[src/hdl/isd_defines.svh]
`ifndef ISD_DEFINES_SVH
`define ISD_DEFINES_SVH

// ----------------------------------------------------------------
// Opcode bytes and opcode field values
// ----------------------------------------------------------------
`define ISD_OP_BITPFX   8'hcb
`define ISD_OP_EXT      8'hed
`define ISD_OP_CALL     8'hcd
`define ISD_OP_CCF      8'h3f
`define ISD_OP_CP_IMM   8'hfe
`define ISD_OP_CP_IR    8'hbe
`define ISD_OP_CPL      8'h2f
`define ISD_OP_DAA      8'h27
`define ISD_OP_DEC_IR   8'h35
`define ISD_OP_BLK_DN   8'ha9
`define ISD_OP_BLK_UP   8'ha1
`define ISD_OP_BLK_DNR  8'hb9
`define ISD_OP_BLK_UPR  8'hb1
`define ISD_IDX_LOW     5'h1d
`define ISD_CP_R_HIGH   5'h17
`define ISD_COND_LOW    3'h4
`define ISD_DEC_LOW     3'h5
`define ISD_RSEL_MEM    3'h6
`define ISD_RSEL_ACC    3'h7

// ----------------------------------------------------------------
// Flag bit positions
// ----------------------------------------------------------------
`define ISD_F_S   7
`define ISD_F_Z   6
`define ISD_F_H   4
`define ISD_F_PV  2
`define ISD_F_N   1
`define ISD_F_C   0

// ----------------------------------------------------------------
// Clock counts
// ----------------------------------------------------------------
`define ISD_CLK_SHORT     20'h0_0002
`define ISD_CLK_BIT_R     20'h0_0004
`define ISD_CLK_BIT_M     20'h0_0008
`define ISD_CLK_BIT_M_PF  20'h0_0006
`define ISD_CLK_BIT_X     20'h0_000a
`define ISD_CLK_CALL      20'h0_000a
`define ISD_CLK_CALL_NT   20'h0_0006
`define ISD_CLK_CP_IMM    20'h0_0004
`define ISD_CLK_CP_M      20'h0_0006
`define ISD_CLK_CP_M_PF   20'h0_0004
`define ISD_CLK_CP_X      20'h0_000a
`define ISD_CLK_CP_X_PF   20'h0_0008
`define ISD_CLK_BLK       20'h0_000a
`define ISD_CLK_BLK_PF    20'h0_0008
`define ISD_CLK_RPT_BASE  20'h0_0008
`define ISD_CLK_RPT_STEP  20'h0_0004
`define ISD_CLK_DEC_M     20'h0_0008
`define ISD_CLK_DEC_M_PF  20'h0_0006
`define ISD_CLK_DEC_X     20'h0_000c
`define ISD_CLK_DEC_X_PF  20'h0_000a
`define ISD_CNT_RST       20'h0_0000

`endif

[src/hdl/isd_pkg.sv]
package isd_pkg;

  typedef enum logic [3:0] {
    K_NONE, K_BITR, K_BITM, K_CALL, K_CCF, K_CP, K_CPM, K_BLK, K_CPL, K_DAA, K_DEC, K_DECM
  } isd_kind_e;

  typedef enum logic [1:0] {S_IDLE, S_RD, S_EXEC, S_WAIT} isd_state_e;

  typedef struct packed {
    logic [7:0]  a;
    logic [7:0]  f;
    logic [7:0]  b;
    logic [7:0]  c;
    logic [7:0]  d;
    logic [7:0]  e;
    logic [7:0]  h;
    logic [7:0]  l;
    logic [15:0] ix;
    logic [15:0] iy;
    logic [15:0] sp;
  } isd_regs_s;

  typedef struct packed {
    logic [7:0]  b0;
    logic [7:0]  b1;
    logic [7:0]  b2;
    logic [7:0]  b3;
    logic [15:0] pc;
    logic [15:0] pc_next;
  } isd_instr_s;

  typedef struct packed {
    logic        f_we;
    logic [7:0]  f;
    logic        r_we;
    logic [2:0]  r_sel;
    logic [7:0]  r_val;
    logic        hl_we;
    logic [15:0] hl;
    logic        bc_we;
    logic [15:0] bc;
    logic        sp_we;
    logic [15:0] sp;
    logic        pc_we;
    logic [15:0] pc;
  } isd_wb_s;

  typedef struct packed {
    logic        rd;
    logic        wr;
    logic        word;
    logic [15:0] addr;
    logic [15:0] wdata;
  } isd_mem_s;

endpackage : isd_pkg

[src/hdl/isd_core.sv]
// Contract
// - Bit test is CB then 01bbbrrr in 4 clocks; indexed form takes 10 clocks.
// - The bbb field picks bit 0 to 7 in plain binary.
// - Call pushes return address at SP-2, loads PC, 10 clocks, flags kept.
// - Conditional call acts only when condition holds; 10 taken, 6 not taken.
// - Condition field: NZ, Z, NC, C, PO, PE, P, M in order 000 to 111.
// - Carry complement inverts C, clears N, H gets old C, 2 clocks.
// - Build option makes carry complement clear H instead.
// - Compare subtracts without storing; N set, H and C borrows, S Z V follow.
// - Compare encodings and timing for register, immediate, pointer and indexed forms.
// - Down block compare reads at pointer, decrements pointer and count, 10 (8) clocks.
// - Block compare sets S Z H N from compare, PV if count non-zero, C kept.
// - Up block compare increments pointer, decrements count, PV flags non-zero count.
// - Repeating forms loop while count non-zero and no match; 8 + 4i clocks.
// - Interrupted repeat returns to the block compare's own address.
// - Pending interrupts are sampled during every memory read of a repeat.
// - Accumulator invert flips A, sets H and N, 2 clocks.
// - Decimal adjust sets S, Z, even parity on PV, keeps N, 2 clocks.
// - After addition, adjust adds 00/06/60/66; carry set when 60 or 66 added.
// - After subtraction, adjust adds 00/FA/A0/9A; carry unchanged.
// - Decrement subtracts one, N set, H borrow from bit 3, C kept.
// - Decrement timing: register 2, pointer 8 (6), indexed 12 (10) clocks.
// - Bit test sets Z when bit is zero, sets H, clears N.
// - Register field: B C D E H L, 111 accumulator.
// - Parenthesised clock counts apply when prefetch enable is high.
`timescale 1ns/1ps
`include "isd_defines.svh"
module isd_core #(
  parameter bit legacy_carry_complement_option = 1'b0
) (
  input  wire logic                ref_clk,
  input  wire logic                rstn,
  input  wire logic                instr_valid,
  input  wire isd_pkg::isd_instr_s instr,
  input  wire isd_pkg::isd_regs_s  regs,
  input  wire logic                prefetch_en,
  input  wire logic                int_pending,
  input  wire logic                mem_rd_valid,
  input  wire logic [7:0]          mem_rd_data,
  output logic                     busy_q,
  output logic                     done_q,
  output logic                     illegal_q,
  output logic                     irq_take_q,
  output logic [15:0]              ret_pc_q,
  output isd_pkg::isd_wb_s         wb_q,
  output isd_pkg::isd_mem_s        mem_q
);
  import isd_pkg::*;

  // ----------------------------------------------------------------
  // Helpers
  // ----------------------------------------------------------------
  // Returns {carry, half, overflow, result} of a - b
  function automatic logic [10:0] sub8(input logic [7:0] a, input logic [7:0] b);
    logic [8:0] r;
    logic       v;
    r = {1'b0, a} - {1'b0, b};
    v = (a[7] != b[7]) && (r[7] != a[7]);
    return {r[8], (a[3:0] < b[3:0]), v, r[7:0]};
  endfunction : sub8

  function automatic logic [7:0] sel_reg(input isd_regs_s r, input logic [2:0] s);
    logic [7:0] v;
    case (s)
      3'h0:    v = r.b;
      3'h1:    v = r.c;
      3'h2:    v = r.d;
      3'h3:    v = r.e;
      3'h4:    v = r.h;
      3'h5:    v = r.l;
      3'h7:    v = r.a;
      default: v = 8'h00;
    endcase
    return v;
  endfunction : sel_reg

  // Returns {carry after, half after, amount added}
  function automatic logic [9:0] daa_fn(input logic [7:0] a, input logic [7:0] f);
    logic       lo9;
    logic       lo_add;
    logic       hi_add;
    logic [7:0] adj;
    lo9    = a[3:0] > 4'h9;
    lo_add = f[`ISD_F_H] || lo9;
    hi_add = f[`ISD_F_C] || (a[7:4] > 4'h9) || ((a[7:4] >= 4'h9) && lo9);
    if (f[`ISD_F_N]) begin
      adj = {f[`ISD_F_C] ? (f[`ISD_F_H] ? 4'h9 : 4'ha) : (f[`ISD_F_H] ? 4'hf : 4'h0),
             f[`ISD_F_H] ? 4'ha : 4'h0};
      return {f[`ISD_F_C], f[`ISD_F_H] && (a[3:0] < 4'h6), adj};
    end
    adj = {hi_add ? 4'h6 : 4'h0, lo_add ? 4'h6 : 4'h0};
    return {hi_add, lo9, adj};
  endfunction : daa_fn

  // ----------------------------------------------------------------
  // Decode of the presented instruction
  // ----------------------------------------------------------------
  isd_state_e  st_q;
  isd_kind_e   k_d;
  isd_kind_e   kind_q;
  logic [7:0]  b0;
  logic [7:0]  b1;
  logic [7:0]  b2;
  logic [7:0]  b3;
  logic        idx_pfx;
  logic        cond_call;
  logic        blk_d;
  logic        cond_ok;
  logic        taken_d;
  logic [3:0]  cond_vec;
  logic [15:0] ea_d;
  logic [19:0] total_d;
  logic        start;
  logic        mem_kind_d;

  assign b0 = instr.b0;
  assign b1 = instr.b1;
  assign b2 = instr.b2;
  assign b3 = instr.b3;
  assign start     = (st_q == S_IDLE) && instr_valid;
  assign idx_pfx   = (b0[7:6] == 2'h3) && (b0[4:0] == `ISD_IDX_LOW);
  assign cond_call = (b0[7:6] == 2'h3) && (b0[2:0] == `ISD_COND_LOW);
  assign blk_d     = (b1 == `ISD_OP_BLK_DN) || (b1 == `ISD_OP_BLK_UP) ||
                     (b1 == `ISD_OP_BLK_DNR) || (b1 == `ISD_OP_BLK_UPR);
  // Flag pairs NZ/Z, NC/C, PO/PE, P/M; low bit of field picks the polarity
  assign cond_vec  = {regs.f[`ISD_F_S], regs.f[`ISD_F_PV], regs.f[`ISD_F_C], regs.f[`ISD_F_Z]};
  assign cond_ok   = cond_vec[b0[5:4]] == b0[3];
  assign taken_d   = (b0 == `ISD_OP_CALL) || cond_ok;

  assign k_d =
    (b0 == `ISD_OP_BITPFX) ? ((b1[7:6] != 2'h1) ? K_NONE :
                              (b1[2:0] == `ISD_RSEL_MEM) ? K_BITM : K_BITR) :
    idx_pfx ? (((b1 == `ISD_OP_BITPFX) && (b3[7:6] == 2'h1) &&
                (b3[2:0] == `ISD_RSEL_MEM)) ? K_BITM :
               (b1 == `ISD_OP_CP_IR) ? K_CPM :
               (b1 == `ISD_OP_DEC_IR) ? K_DECM : K_NONE) :
    ((b0 == `ISD_OP_CALL) || cond_call) ? K_CALL :
    (b0 == `ISD_OP_CCF) ? K_CCF :
    (b0[7:3] == `ISD_CP_R_HIGH) ? ((b0[2:0] == `ISD_RSEL_MEM) ? K_CPM : K_CP) :
    (b0 == `ISD_OP_CP_IMM) ? K_CP :
    ((b0 == `ISD_OP_EXT) && blk_d) ? K_BLK :
    (b0 == `ISD_OP_CPL) ? K_CPL :
    (b0 == `ISD_OP_DAA) ? K_DAA :
    ((b0[7:6] == 2'h0) && (b0[2:0] == `ISD_DEC_LOW)) ?
      ((b0[5:3] == `ISD_RSEL_MEM) ? K_DECM : K_DEC) : K_NONE;

  assign mem_kind_d = (k_d == K_BITM) || (k_d == K_CPM) || (k_d == K_DECM) || (k_d == K_BLK);
  assign ea_d = idx_pfx ? ((b0[5] ? regs.iy : regs.ix) + {{8{b2[7]}}, b2}) :
                {regs.h, regs.l};

  // Prefetch shortens only the forms that have address calculation time
  assign total_d =
    (k_d == K_BITR) ? `ISD_CLK_BIT_R :
    (k_d == K_BITM) ? (idx_pfx ? `ISD_CLK_BIT_X :
                       prefetch_en ? `ISD_CLK_BIT_M_PF : `ISD_CLK_BIT_M) :
    (k_d == K_CALL) ? (taken_d ? `ISD_CLK_CALL : `ISD_CLK_CALL_NT) :
    (k_d == K_CP) ? ((b0 == `ISD_OP_CP_IMM) ? `ISD_CLK_CP_IMM : `ISD_CLK_SHORT) :
    (k_d == K_CPM) ? (idx_pfx ? (prefetch_en ? `ISD_CLK_CP_X_PF : `ISD_CLK_CP_X) :
                      (prefetch_en ? `ISD_CLK_CP_M_PF : `ISD_CLK_CP_M)) :
    (k_d == K_BLK) ? (b1[4] ? (`ISD_CLK_RPT_BASE + `ISD_CLK_RPT_STEP) :
                      (prefetch_en ? `ISD_CLK_BLK_PF : `ISD_CLK_BLK)) :
    (k_d == K_DECM) ? (idx_pfx ? (prefetch_en ? `ISD_CLK_DEC_X_PF : `ISD_CLK_DEC_X) :
                       (prefetch_en ? `ISD_CLK_DEC_M_PF : `ISD_CLK_DEC_M)) :
    `ISD_CLK_SHORT;

  // ----------------------------------------------------------------
  // Execution datapath
  // ----------------------------------------------------------------
  isd_instr_s  ins_q;
  isd_regs_s   rg_q;
  logic [7:0]  md_q;
  logic [15:0] ptr_q;
  logic [15:0] bc_q;
  logic        taken_q;
  logic        int_seen_q;
  logic        irq_q;
  logic [19:0] cnt_q;
  logic [19:0] total_q;
  logic [2:0]  bitsel;
  logic [2:0]  rsel;
  logic        mem_kind;
  logic [7:0]  opnd;
  logic [10:0] cmp;
  logic [10:0] dcr;
  logic [9:0]  daa;
  logic [7:0]  daa_res;
  logic [15:0] bc_dec;
  logic [15:0] ptr_nx;
  logic        rpt_more;
  logic        fin;
  logic [7:0]  f_n;
  isd_wb_s     wb_d;

  assign mem_kind = (kind_q == K_BITM) || (kind_q == K_CPM) ||
                    (kind_q == K_DECM) || (kind_q == K_BLK);
  assign bitsel   = (ins_q.b0 == `ISD_OP_BITPFX) ? ins_q.b1[5:3] : ins_q.b3[5:3];
  assign rsel     = (kind_q == K_BITR) ? ins_q.b1[2:0] :
                    (kind_q == K_DEC) ? ins_q.b0[5:3] : ins_q.b0[2:0];
  assign opnd     = mem_kind ? md_q :
                    (ins_q.b0 == `ISD_OP_CP_IMM) ? ins_q.b1 : sel_reg(rg_q, rsel);
  assign cmp      = sub8(rg_q.a, opnd);
  assign dcr      = sub8(opnd, 8'h01);
  assign daa      = daa_fn(rg_q.a, rg_q.f);
  assign daa_res  = rg_q.a + daa[7:0];
  assign bc_dec   = bc_q - 16'h0001;
  assign ptr_nx   = ins_q.b1[3] ? (ptr_q - 16'h0001) : (ptr_q + 16'h0001);
  // Repeat stops on count exhausted or a match
  assign rpt_more = (kind_q == K_BLK) && ins_q.b1[4] && (bc_dec != 16'h0000) &&
                    (cmp[7:0] != 8'h00);
  assign fin      = cnt_q >= (total_q - 20'h0_0001);

  always_comb begin
    wb_d = '0;
    f_n  = rg_q.f;
    case (kind_q)
      K_BITR, K_BITM: begin
        f_n[`ISD_F_Z] = ~opnd[bitsel];
        f_n[`ISD_F_H] = 1'b1;
        f_n[`ISD_F_N] = 1'b0;
        wb_d.f_we     = 1'b1;
      end
      K_CALL: begin
        wb_d.sp_we = taken_q;
        wb_d.sp    = rg_q.sp - 16'h0002;
        wb_d.pc_we = taken_q;
        wb_d.pc    = {ins_q.b2, ins_q.b1};
      end
      K_CCF: begin
        f_n[`ISD_F_C] = ~rg_q.f[`ISD_F_C];
        f_n[`ISD_F_N] = 1'b0;
        f_n[`ISD_F_H] = legacy_carry_complement_option ? 1'b0 : rg_q.f[`ISD_F_C];
        wb_d.f_we     = 1'b1;
      end
      K_CP, K_CPM: begin
        f_n = {cmp[7], cmp[7:0] == 8'h00, rg_q.f[5], cmp[9], rg_q.f[3], cmp[8], 1'b1,
               cmp[10]};
        wb_d.f_we = 1'b1;
      end
      K_BLK: begin
        f_n = {cmp[7], cmp[7:0] == 8'h00, rg_q.f[5], cmp[9], rg_q.f[3],
               bc_dec != 16'h0000, 1'b1, rg_q.f[`ISD_F_C]};
        wb_d.f_we  = 1'b1;
        wb_d.hl_we = 1'b1;
        wb_d.hl    = ptr_nx;
        wb_d.bc_we = 1'b1;
        wb_d.bc    = bc_dec;
      end
      K_CPL: begin
        f_n[`ISD_F_H] = 1'b1;
        f_n[`ISD_F_N] = 1'b1;
        wb_d.f_we     = 1'b1;
        wb_d.r_we     = 1'b1;
        wb_d.r_sel    = `ISD_RSEL_ACC;
        wb_d.r_val    = ~rg_q.a;
      end
      K_DAA: begin
        f_n = {daa_res[7], daa_res == 8'h00, rg_q.f[5], daa[8], rg_q.f[3], ~^daa_res,
               rg_q.f[`ISD_F_N], daa[9]};
        wb_d.f_we  = 1'b1;
        wb_d.r_we  = 1'b1;
        wb_d.r_sel = `ISD_RSEL_ACC;
        wb_d.r_val = daa_res;
      end
      K_DEC, K_DECM: begin
        f_n = {dcr[7], dcr[7:0] == 8'h00, rg_q.f[5], dcr[9], rg_q.f[3], dcr[8], 1'b1,
               rg_q.f[`ISD_F_C]};
        wb_d.f_we  = 1'b1;
        wb_d.r_we  = (kind_q == K_DEC);
        wb_d.r_sel = rsel;
        wb_d.r_val = dcr[7:0];
      end
      default: ;
    endcase
    wb_d.f = f_n;
  end

  // ----------------------------------------------------------------
  // Sequencer
  // ----------------------------------------------------------------
  always_ff @(posedge ref_clk) begin
    if (!rstn) begin
      st_q <= S_IDLE; kind_q <= K_NONE; ins_q <= '0; rg_q <= '0; md_q <= 8'h00;
      ptr_q <= 16'h0000; bc_q <= 16'h0000; taken_q <= 1'b0; int_seen_q <= 1'b0;
      irq_q <= 1'b0; cnt_q <= `ISD_CNT_RST; total_q <= `ISD_CNT_RST; busy_q <= 1'b0;
      done_q <= 1'b0; illegal_q <= 1'b0; irq_take_q <= 1'b0; ret_pc_q <= 16'h0000;
      wb_q <= '0; mem_q <= '0;
    end else begin
      done_q     <= 1'b0;
      illegal_q  <= 1'b0;
      irq_take_q <= 1'b0;
      wb_q       <= '0;
      mem_q.rd   <= 1'b0;
      mem_q.wr   <= 1'b0;
      cnt_q      <= cnt_q + 20'h0_0001;
      case (st_q)
        S_IDLE: if (start) begin
          ins_q <= instr; rg_q <= regs; kind_q <= k_d; taken_q <= taken_d;
          ptr_q <= ea_d; bc_q <= {regs.b, regs.c}; total_q <= total_d;
          cnt_q <= 20'h0_0001; irq_q <= 1'b0; ret_pc_q <= instr.pc;
          if (k_d == K_NONE) begin
            illegal_q <= 1'b1;
            done_q    <= 1'b1;
          end else begin
            busy_q     <= 1'b1;
            st_q       <= mem_kind_d ? S_RD : S_EXEC;
            mem_q.rd   <= mem_kind_d;
            mem_q.addr <= ea_d;
          end
        end
        S_RD: if (mem_rd_valid) begin
          md_q       <= mem_rd_data;
          int_seen_q <= int_pending;
          st_q       <= S_EXEC;
        end
        S_EXEC: begin
          wb_q <= wb_d;
          if ((kind_q == K_CALL) && taken_q) begin
            mem_q <= '{rd: 1'b0, wr: 1'b1, word: 1'b1, addr: rg_q.sp - 16'h0002,
                       wdata: ins_q.pc_next};
          end
          if (kind_q == K_DECM) begin
            mem_q <= '{rd: 1'b0, wr: 1'b1, word: 1'b0, addr: ptr_q, wdata: {8'h00, dcr[7:0]}};
          end
          if (kind_q == K_BLK) begin
            ptr_q <= ptr_nx;
            bc_q  <= bc_dec;
          end
          if (rpt_more && !int_seen_q) begin
            total_q    <= total_q + `ISD_CLK_RPT_STEP;
            st_q       <= S_RD;
            mem_q.rd   <= 1'b1;
            mem_q.addr <= ptr_nx;
          end else begin
            irq_q <= rpt_more;
            if (fin) begin
              done_q     <= 1'b1;
              irq_take_q <= rpt_more;
              busy_q     <= 1'b0;
              st_q       <= S_IDLE;
            end else begin
              st_q <= S_WAIT;
            end
          end
        end
        S_WAIT: if (fin) begin
          done_q     <= 1'b1;
          irq_take_q <= irq_q;
          busy_q     <= 1'b0;
          st_q       <= S_IDLE;
        end
        default: st_q <= S_IDLE;
      endcase
    end
  end
endmodule : isd_core

[config.mk]
export PLATFORM = sky130hd
export DESIGN_NAME = isd_core
export DESIGN_NICKNAME = d
export VERILOG_FILES = /design/src/hdl/isd_pkg.sv /design/src/hdl/isd_core.sv
export VERILOG_INCLUDE_DIRS = /design/src /design/src/hdl
export SDC_FILE = /design/constraint.sdc
export NUM_CORES = 1
export LEC_CHECK = 0
export ABC_AREA = 1
export BUFFER_PORTS_ARGS = -buffer_cell sky130_fd_sc_hd__buf_2
export CAP_MARGIN = 20
export CORE_ASPECT_RATIO = 1.4
export CORE_UTILIZATION = 57
export CTS_CLUSTER_DIAMETER = 40
export DETAILED_ROUTE_END_ITERATION = 16
export GPL_TIMING_DRIVEN = 0
export HOLD_SLACK_MARGIN = 0.1
export PLACE_DENSITY = 0.79
export SLEW_MARGIN = 20
export SYNTH_ARGS = -nofsm -noshare
export SYNTH_HDL_FRONTEND = slang
export SYNTH_SLANG_ARGS = --single-unit
[constraint.sdc]
create_clock -name ref_clk -period 4.52 [get_ports ref_clk]
set_clock_uncertainty 0.05 [all_clocks]
set_input_delay 1.13 -clock ref_clk [delete_from_list [all_inputs] [get_ports ref_clk]]
set_output_delay 1.13 -clock ref_clk [all_outputs]
set_load 0.02 [all_outputs]
### Yosys cells after proc, flatten, opt, wreduce, memory -nomap -nowiden

Cells that the tools add are included.

| storage, ports and cells | value |
|---|---|
| bits in registers | 358 |
| word-level logic and storage cells | 311 |
| latch bits | 0 |
| memories kept | 0 |
| output and inout bits | 144 |
| ROM bits | 0 |
| bits in writable memories | 0 |
| input bits | 190 |

| cells by class | value |
|---|---|
| equality and inequality tests | 66 |
| muxes and demuxes | 111 |
| div/mod/pow operators | 0 |
| shift-type cells | 0 |
| $add $sub $neg | 11 |
| reductions and logical operators | 65 |
| $lt $le $gt $ge | 9 |
| multipliers | 0 |
| bitwise logic cells | 3 |

Operators with widths:

| cell | count |
|---|---|
| two-way mux 20 bit | 11 |
| two-way mux 16 bit | 10 |
| == test 8 bit (second input constant) | 12 |
| one-hot mux 16 bit (2 select lines) | 3 |
| two-way mux 4 bit | 21 |
| two-way mux 34 bit | 2 |
| one-hot mux 8 bit (7 select lines) | 1 |
| one-hot mux 20 bit (2 select lines) | 1 |
| one-hot mux 12 bit (3 select lines) | 1 |
| two-way mux 35 bit | 1 |
| == test 8 x 6 -> 1 bit (second input constant) | 4 |
| subtractor 16 x 1 -> 16 bit (second input constant) | 2 |
| == test 4 x 3 -> 1 bit (second input constant) | 7 |
| == test 3 bit (second input constant) | 9 |
| two-way mux 2 bit | 13 |
| logical NOT 8 bit | 3 |
| two-way mux 3 bit | 8 |
| two-way mux 1 bit | 21 |
| adder 20 x 1 -> 20 bit (second input constant) | 1 |
| adder 20 x 3 -> 20 bit (second input constant) | 1 |
| == test 4 bit (second input constant) | 5 |
| greater-or-equal comparator 20 bit | 1 |
| two-way mux 10 bit | 2 |
| subtractor 20 x 1 -> 20 bit (second input constant) | 1 |
| 53 further kinds | 124 |

### Depth between registers and ports, before layout

| logic depth | value |
|---|---|
| depth in word-level cells | 22 |
| mapped depth | 34 |
| mapped depth without buffers | 33 |

### Least setup slack after synthesis

Ideal clock, no wire load.

| timing path | value |
|---|---|
| kind | reg2reg |
| start point | reg kind_q[0] |
| end point | reg mem_q[30] in the netlist's numbering |
| clock period less this slack | 3.856 ns |
| setup time | 0.117 ns |
| required time | 4.353 ns |
| setup slack | 0.664 ns |
| stages on the path, launching flop included | 34 |
| buffers on the path | 1 |
| arrival time | 3.690 ns |
| cells stage by stage | dfxtp_1 inv_2 nor2_4 nand2_4 inv_2 nand2_1 nand2_4 nand2_4 nor2_2 nand2_1 nand2_1 nor2_1 nand2_1 nand2_1 nand2_1 nand2_2 ha_1 inv_1 o21bai_1 nand2_1 nand2_1 nand2_1 nand2_1 a21oi_1 xor2_1 nand4_1 nand4_1 nand2_1 clkinv_2 nand2_2 nand2_2 buf_4 nor3_1 nor2_1 |

| on the way | value |
|---|---|
| word-level cells in the longest chain between the ends | 13 |
| elaborated cells on any way between the ends | 34 |
| classes of those cells | add/sub: 1; eq/ne: 14; mux: 8; reduce/logical: 11 |

RTL lines:

| element | RTL line | RTL |
|---|---|---|
| start, declared | isd_core.sv:100 | `isd_kind_e kind_q;` |
| start signal, assigned | isd_core.sv:297 | `ins_q <= instr; rg_q <= regs; kind_q <= k_d; taken_q <= taken_d;` |
| == test 4 bit | isd_core.sv:198 | `(kind_q == K_DEC) ? ins_q.b0[5:3] : ins_q.b0[2:0];` |
| two-way mux 3 bit | isd_core.sv:198 |  |
| two-way mux 3 bit | isd_core.sv:197 | `assign rsel = (kind_q == K_BITR) ? ins_q.b1[2:0] :` |
| == test 3 bit, or another cell as far along | isd_core.sv:64 | `case (s)` |
| one-hot mux 8 bit (7 select lines) | isd_core.sv:64 |  |
| two-way mux 8 bit | isd_core.sv:200 | `` (ins_q.b0 == `ISD_OP_CP_IMM) ? ins_q.b1 : sel_reg(rg_q, rsel); `` |
| two-way mux 8 bit | isd_core.sv:199 | `assign opnd = mem_kind ? md_q :` |
| subtractor 8 x 8 -> 9 bit | isd_core.sv:57 | `r = {1'b0, a} - {1'b0, b};` |
| nonzero test 8 bit | isd_core.sv:209 | `(cmp[7:0] != 8'h00);` |
| logical AND 1 bit | isd_core.sv:208 | `assign rpt_more = (kind_q == K_BLK) && ins_q.b1[4] && (bc_dec != 16'h0000) &&` |
| logical AND 1 bit | isd_core.sv:328 | `if (rpt_more && !int_seen_q) begin` |
| inequality test 4 bit (no source line) / two-way mux 16 bit (equally long branches) | n/a |  |
| AND reduction 4 bit (no source line) / one-hot mux 16 bit (2 select lines) (equally long branches) | n/a |  |
| end signal, assigned | isd_core.sv:318 | `mem_q <= '{rd: 1'b0, wr: 1'b1, word: 1'b1, addr: rg_q.sp - 16'h0002,` |
| end signal, assigned | isd_core.sv:322 | `mem_q <= '{rd: 1'b0, wr: 1'b1, word: 1'b0, addr: ptr_q, wdata: {8'h00, dcr[7:0]}};` |
| end, declared | isd_core.sv:46 | `output isd_pkg::isd_mem_s mem_q` |

Parallel ways exist; a longest one is shown, timed or not.
A chain may end at the register's enable or synchronous reset.

### Final worst setup path

| timing path | value |
|---|---|
| start point | reg kind_q[3] |
| end point | reg mem_q[30] in the netlist's numbering |

Same word-level chain as after synthesis.

==> results.sh <==
export IMPL_dp_final_hpwl_um=54700
export IMPL_chipHeight_um=215
export IMPL_reg2reg_from="kind_q[3]"
export IMPL_drt_iter0_markers=1811
export IMPL_slew_viol_final=0
export IMPL_critical_path_buf_inv_count=6
export IMPL_crit_family="simple AND/OR/NAND/NOR gates"
export IMPL_vdd_drop_max_v=0.000420
export IMPL_ctsLongestPathBuffers=3
export IMPL_cts_root_buf="clkbuf_16"
export IMPL_cp_required_ns=4.91
export IMPL_power_density_nw_per_um2=500
export IMPL_min_path_cells=2
export IMPL_cts_htree_levels=2
export IMPL_cts_tree="built"
export IMPL_layout_drive_gt1_share=0.190
export IMPL_critical_path_startpoint_type="register"
export IMPL_r2r_end="mem_q[30]"
export IMPL_wire_per_inst_um=20.6
export IMPL_drcViolationCount=0
export IMPL_fin_crit_ns=4.53
export IMPL_failed_checks="setup timing"
export IMPL_grtUsageTotal=0.409
export IMPL_synth_area_um2=18400
export IMPL_synth_seq_area_share=0.383
export IMPL_num_io_pins=334
export IMPL_clock_fmax_mhz=221
export IMPL_path_clk_slew_ns=0.06
export IMPL_finalSetupViolCount=1
export IMPL_die_w_um=154
export IMPL_reg2regPathDepth=33
export IMPL_reg2reg_slack_ns=-0.007
export IMPL_tightest_slew_ns=1.18
export IMPL_crit_type="reg -> reg"
export IMPL_outcome="finished, violations left"
export IMPL_area_delta_synth_final_pct=23.3
export IMPL_grt_pass1_wl_um=104000
export IMPL_hold_ws_ns=0.375
export IMPL_hold_path_startpoint="rg_q[99]"
export IMPL_end_kind="register"
export IMPL_synth_cells=2579
export IMPL_grt_pass1_vias=19000
export IMPL_portBuffers=333
export IMPL_first_pass_iters=6
export IMPL_slew_headroom=0.212
export IMPL_core_area_um2=31700
export IMPL_ctsHoldBuffers=0
export IMPL_nets=3275
export IMPL_routed_via_count=20000
export IMPL_ys_async_sr_fraction=0
export IMPL_die_area_um2=33100
export IMPL_ys_ff_latch=353
export IMPL_syn_area_per_cell_um2=7.15
export IMPL_rows=77
export IMPL_synth_edf_count=0
export IMPL_yosys_warnings=0
export IMPL_fill_cells=2703
export IMPL_cap_violations=0
export IMPL_leakage_nw=10.7
export IMPL_cpPeakStageDelay_ns=0.37
export IMPL_initial_core_util=0.582
export IMPL_place_gp_congestion=1.04
export IMPL_ys_types=59
export IMPL_crit_fanout=7
export IMPL_wl_um=70600
export IMPL_grt_max_degree=18
export IMPL_finalCritPeriodShare=1.00
export IMPL_setup_tns_final_ns=-0.00728
export IMPL_clock_sinks=353
export IMPL_hold_violations=0
export IMPL_hp_class="reg -> reg"
export IMPL_clk_latency_ns=0.55
export IMPL_avgViaCountPerCell=5.84
export IMPL_cpMostUsedCell="nand2_1"
export IMPL_min_to="wb_q[83]"
export IMPL_antenna_found_initial=3
export IMPL_drtAntennaViolNets=0
export IMPL_layout_setup_ws_ns=-0.00728
export IMPL_slowest_stage="dfxtp_4"
export IMPL_arrival_ns=4.92
export IMPL_numCtsBuffers=41
export IMPL_syn_num_nets=2853
export IMPL_overflow=0
export IMPL_ys_flop_type="dfxtp_1"
## worst max-delay path by stage
| stage | startpoint | to | slack, ns | cells after the start |
|---|---|---|---|---|
| global route | kind_q[1] | mem_q[30] | -0.18 | 32 |
| finish | kind_q[3] | mem_q[30] | -0.007 | 33 |
| floorplan | kind_q[0] | mem_q[30] | 0.66 | 33 |
| CTS | kind_q[1] | total_q[4] | 0.004 | 32 |
| detailed placement | kind_q[0] | mem_q[22] | -0.71 | 33 |
| global placement | kind_q[0] | mem_q[30] | -0.63 | 33 |
## layer usage
layer | up-vias | routed length [µm] | global-route usage
met5 | - | 0 | 0
met4 | 0 | 5840 | 0.291
met3 | 336 | 5400 | 0.0684
met2 | 1076 | 34800 | 0.731
met1 | 9266 | 24500 | 0.433
li1 | 9323 | - | -
## power breakdown
part	internal, mW	total, mW	leakage, nW	switching (mW)
clock	2.02	3.41	0.677	1.39
combinational	1.46	4.16	7.15	2.69
sequential	3.50	3.81	2.88	0.315
## flip-flops by register name, summed over array words and instances, names as in the netlist
register / count
wb_q: 87
rg_q: 79
ins_q: 43
mem_q: 35
cnt_q: 20
total_q: 19
bc_q: 16
ptr_q: 16
ret_pc_q: 16
md_q: 8
kind_q: 4
st_q: 2
busy_q: 1
done_q: 1
f_n: 1
illegal_q: 1
int_seen_q: 1
irq_q: 1
irq_take_q: 1
taken_q: 1
## cell usage after synthesis (42+ instances only)
cell	number	area, µm²
nand2_1	547	2050
nand4_1	42	263
inv_1	311	1170
a22o_1	61	534
a21oi_1	162	811
nand3_1	103	515
o21ai_0	174	871
clkbuf_1	76	285
nor2_1	307	1150
dfxtp_1	353	7070
xor2_1	64	561
ha_1	81	1010
## worst register-to-register path, delay by kind of cell (launching register included)
kind / cells / cell delay [ns]
buffers and inverters: 6 / 0.73
AO/OA/AOI/OAI: 2 / 0.33
adder cells (fa/ha/maj): 1 / 0.28
flip-flops: 1 / 0.37
XOR/XNOR: 1 / 0.14
AND/OR/NAND/NOR: 23 / 2.55
## cell families after synthesis
group,count (synthesis),synth area share
AOI/OAI and AO/OA,521,0.170
xor gates and xnor gates,88,0.0418
adders and majority gates,84,0.0582
buffers and inverters,424,0.0895
DFF,353,0.383
and+or+nand+nor,1109,0.257
## metrics by stage
step | cell area [µm²] | setup slack (ns) | std cells | total power, mW | util
3_5_place_dp | 20600 | -0.712 | 3307 | 7.48 | 0.650
2_1_floorplan | 18400 | 0.664 | 2579 | 6.26 | -
6_report | 22700 | -0.00728 | 3426 | 11.4 | 0.717
5_1_grt | 22700 | -0.175 | 3426 | 11.9 | 0.717
4_1_cts | 22100 | 0.00444 | 3387 | 10.9 | 0.698
3_3_place_gp | 20600 | -0.632 | 3307 | 7.37 | 0.650
## cell usage in the layout, fill, tap and decap left out, types with 6 or more instances in the layout
master       n
a21oi_1    161
a221oi_1    11
a22o_1      61
a31oi_1     19
buf_1        6
buf_2      336
buf_4       42
buf_6       10
clkbuf_1    79
clkbuf_16   43
clkbuf_8     6
dfxtp_1    346
ha_1        76
inv_1      310
inv_2       12
nand2_1    533
nand2_2     19
nand2_4     16
nand3_1    100
nand3_2      8
nand4_1     42
nor2_1     299
nor2_2      14
nor2_4       9
nor3_1      38
nor4_1      13
o211ai_1    17
o21ai_0    171
o22ai_1     29
o31ai_1      6
xnor2_1     23
xor2_1      63
## area by class of cell
class | count | area [µm²] | share of cell area
inverter | 328 | 1240 | 0.0545
clock buffer | 52 | 1130 | 0.0496
clock inverter | 18 | 238 | 0.0105
timing repair buffer | 380 | 2080 | 0.0917
tap | 395 | 494 | 0.0217
buffer | 95 | 453 | 0.0199
multi-input combinational | 1802 | 10000 | 0.440
sequential | 353 | 7080 | 0.312
antenna | 3 | 7.51 | 0.000330
## what timing repair did
item	4_1_cts	5_1_grt
gates cloned	0	4
resized for setup	22	75
pin swaps	5	33
setup buffers	10	33
setup endpoints to repair	41	42
Note: power is estimated with default switching activity, not from simulation.
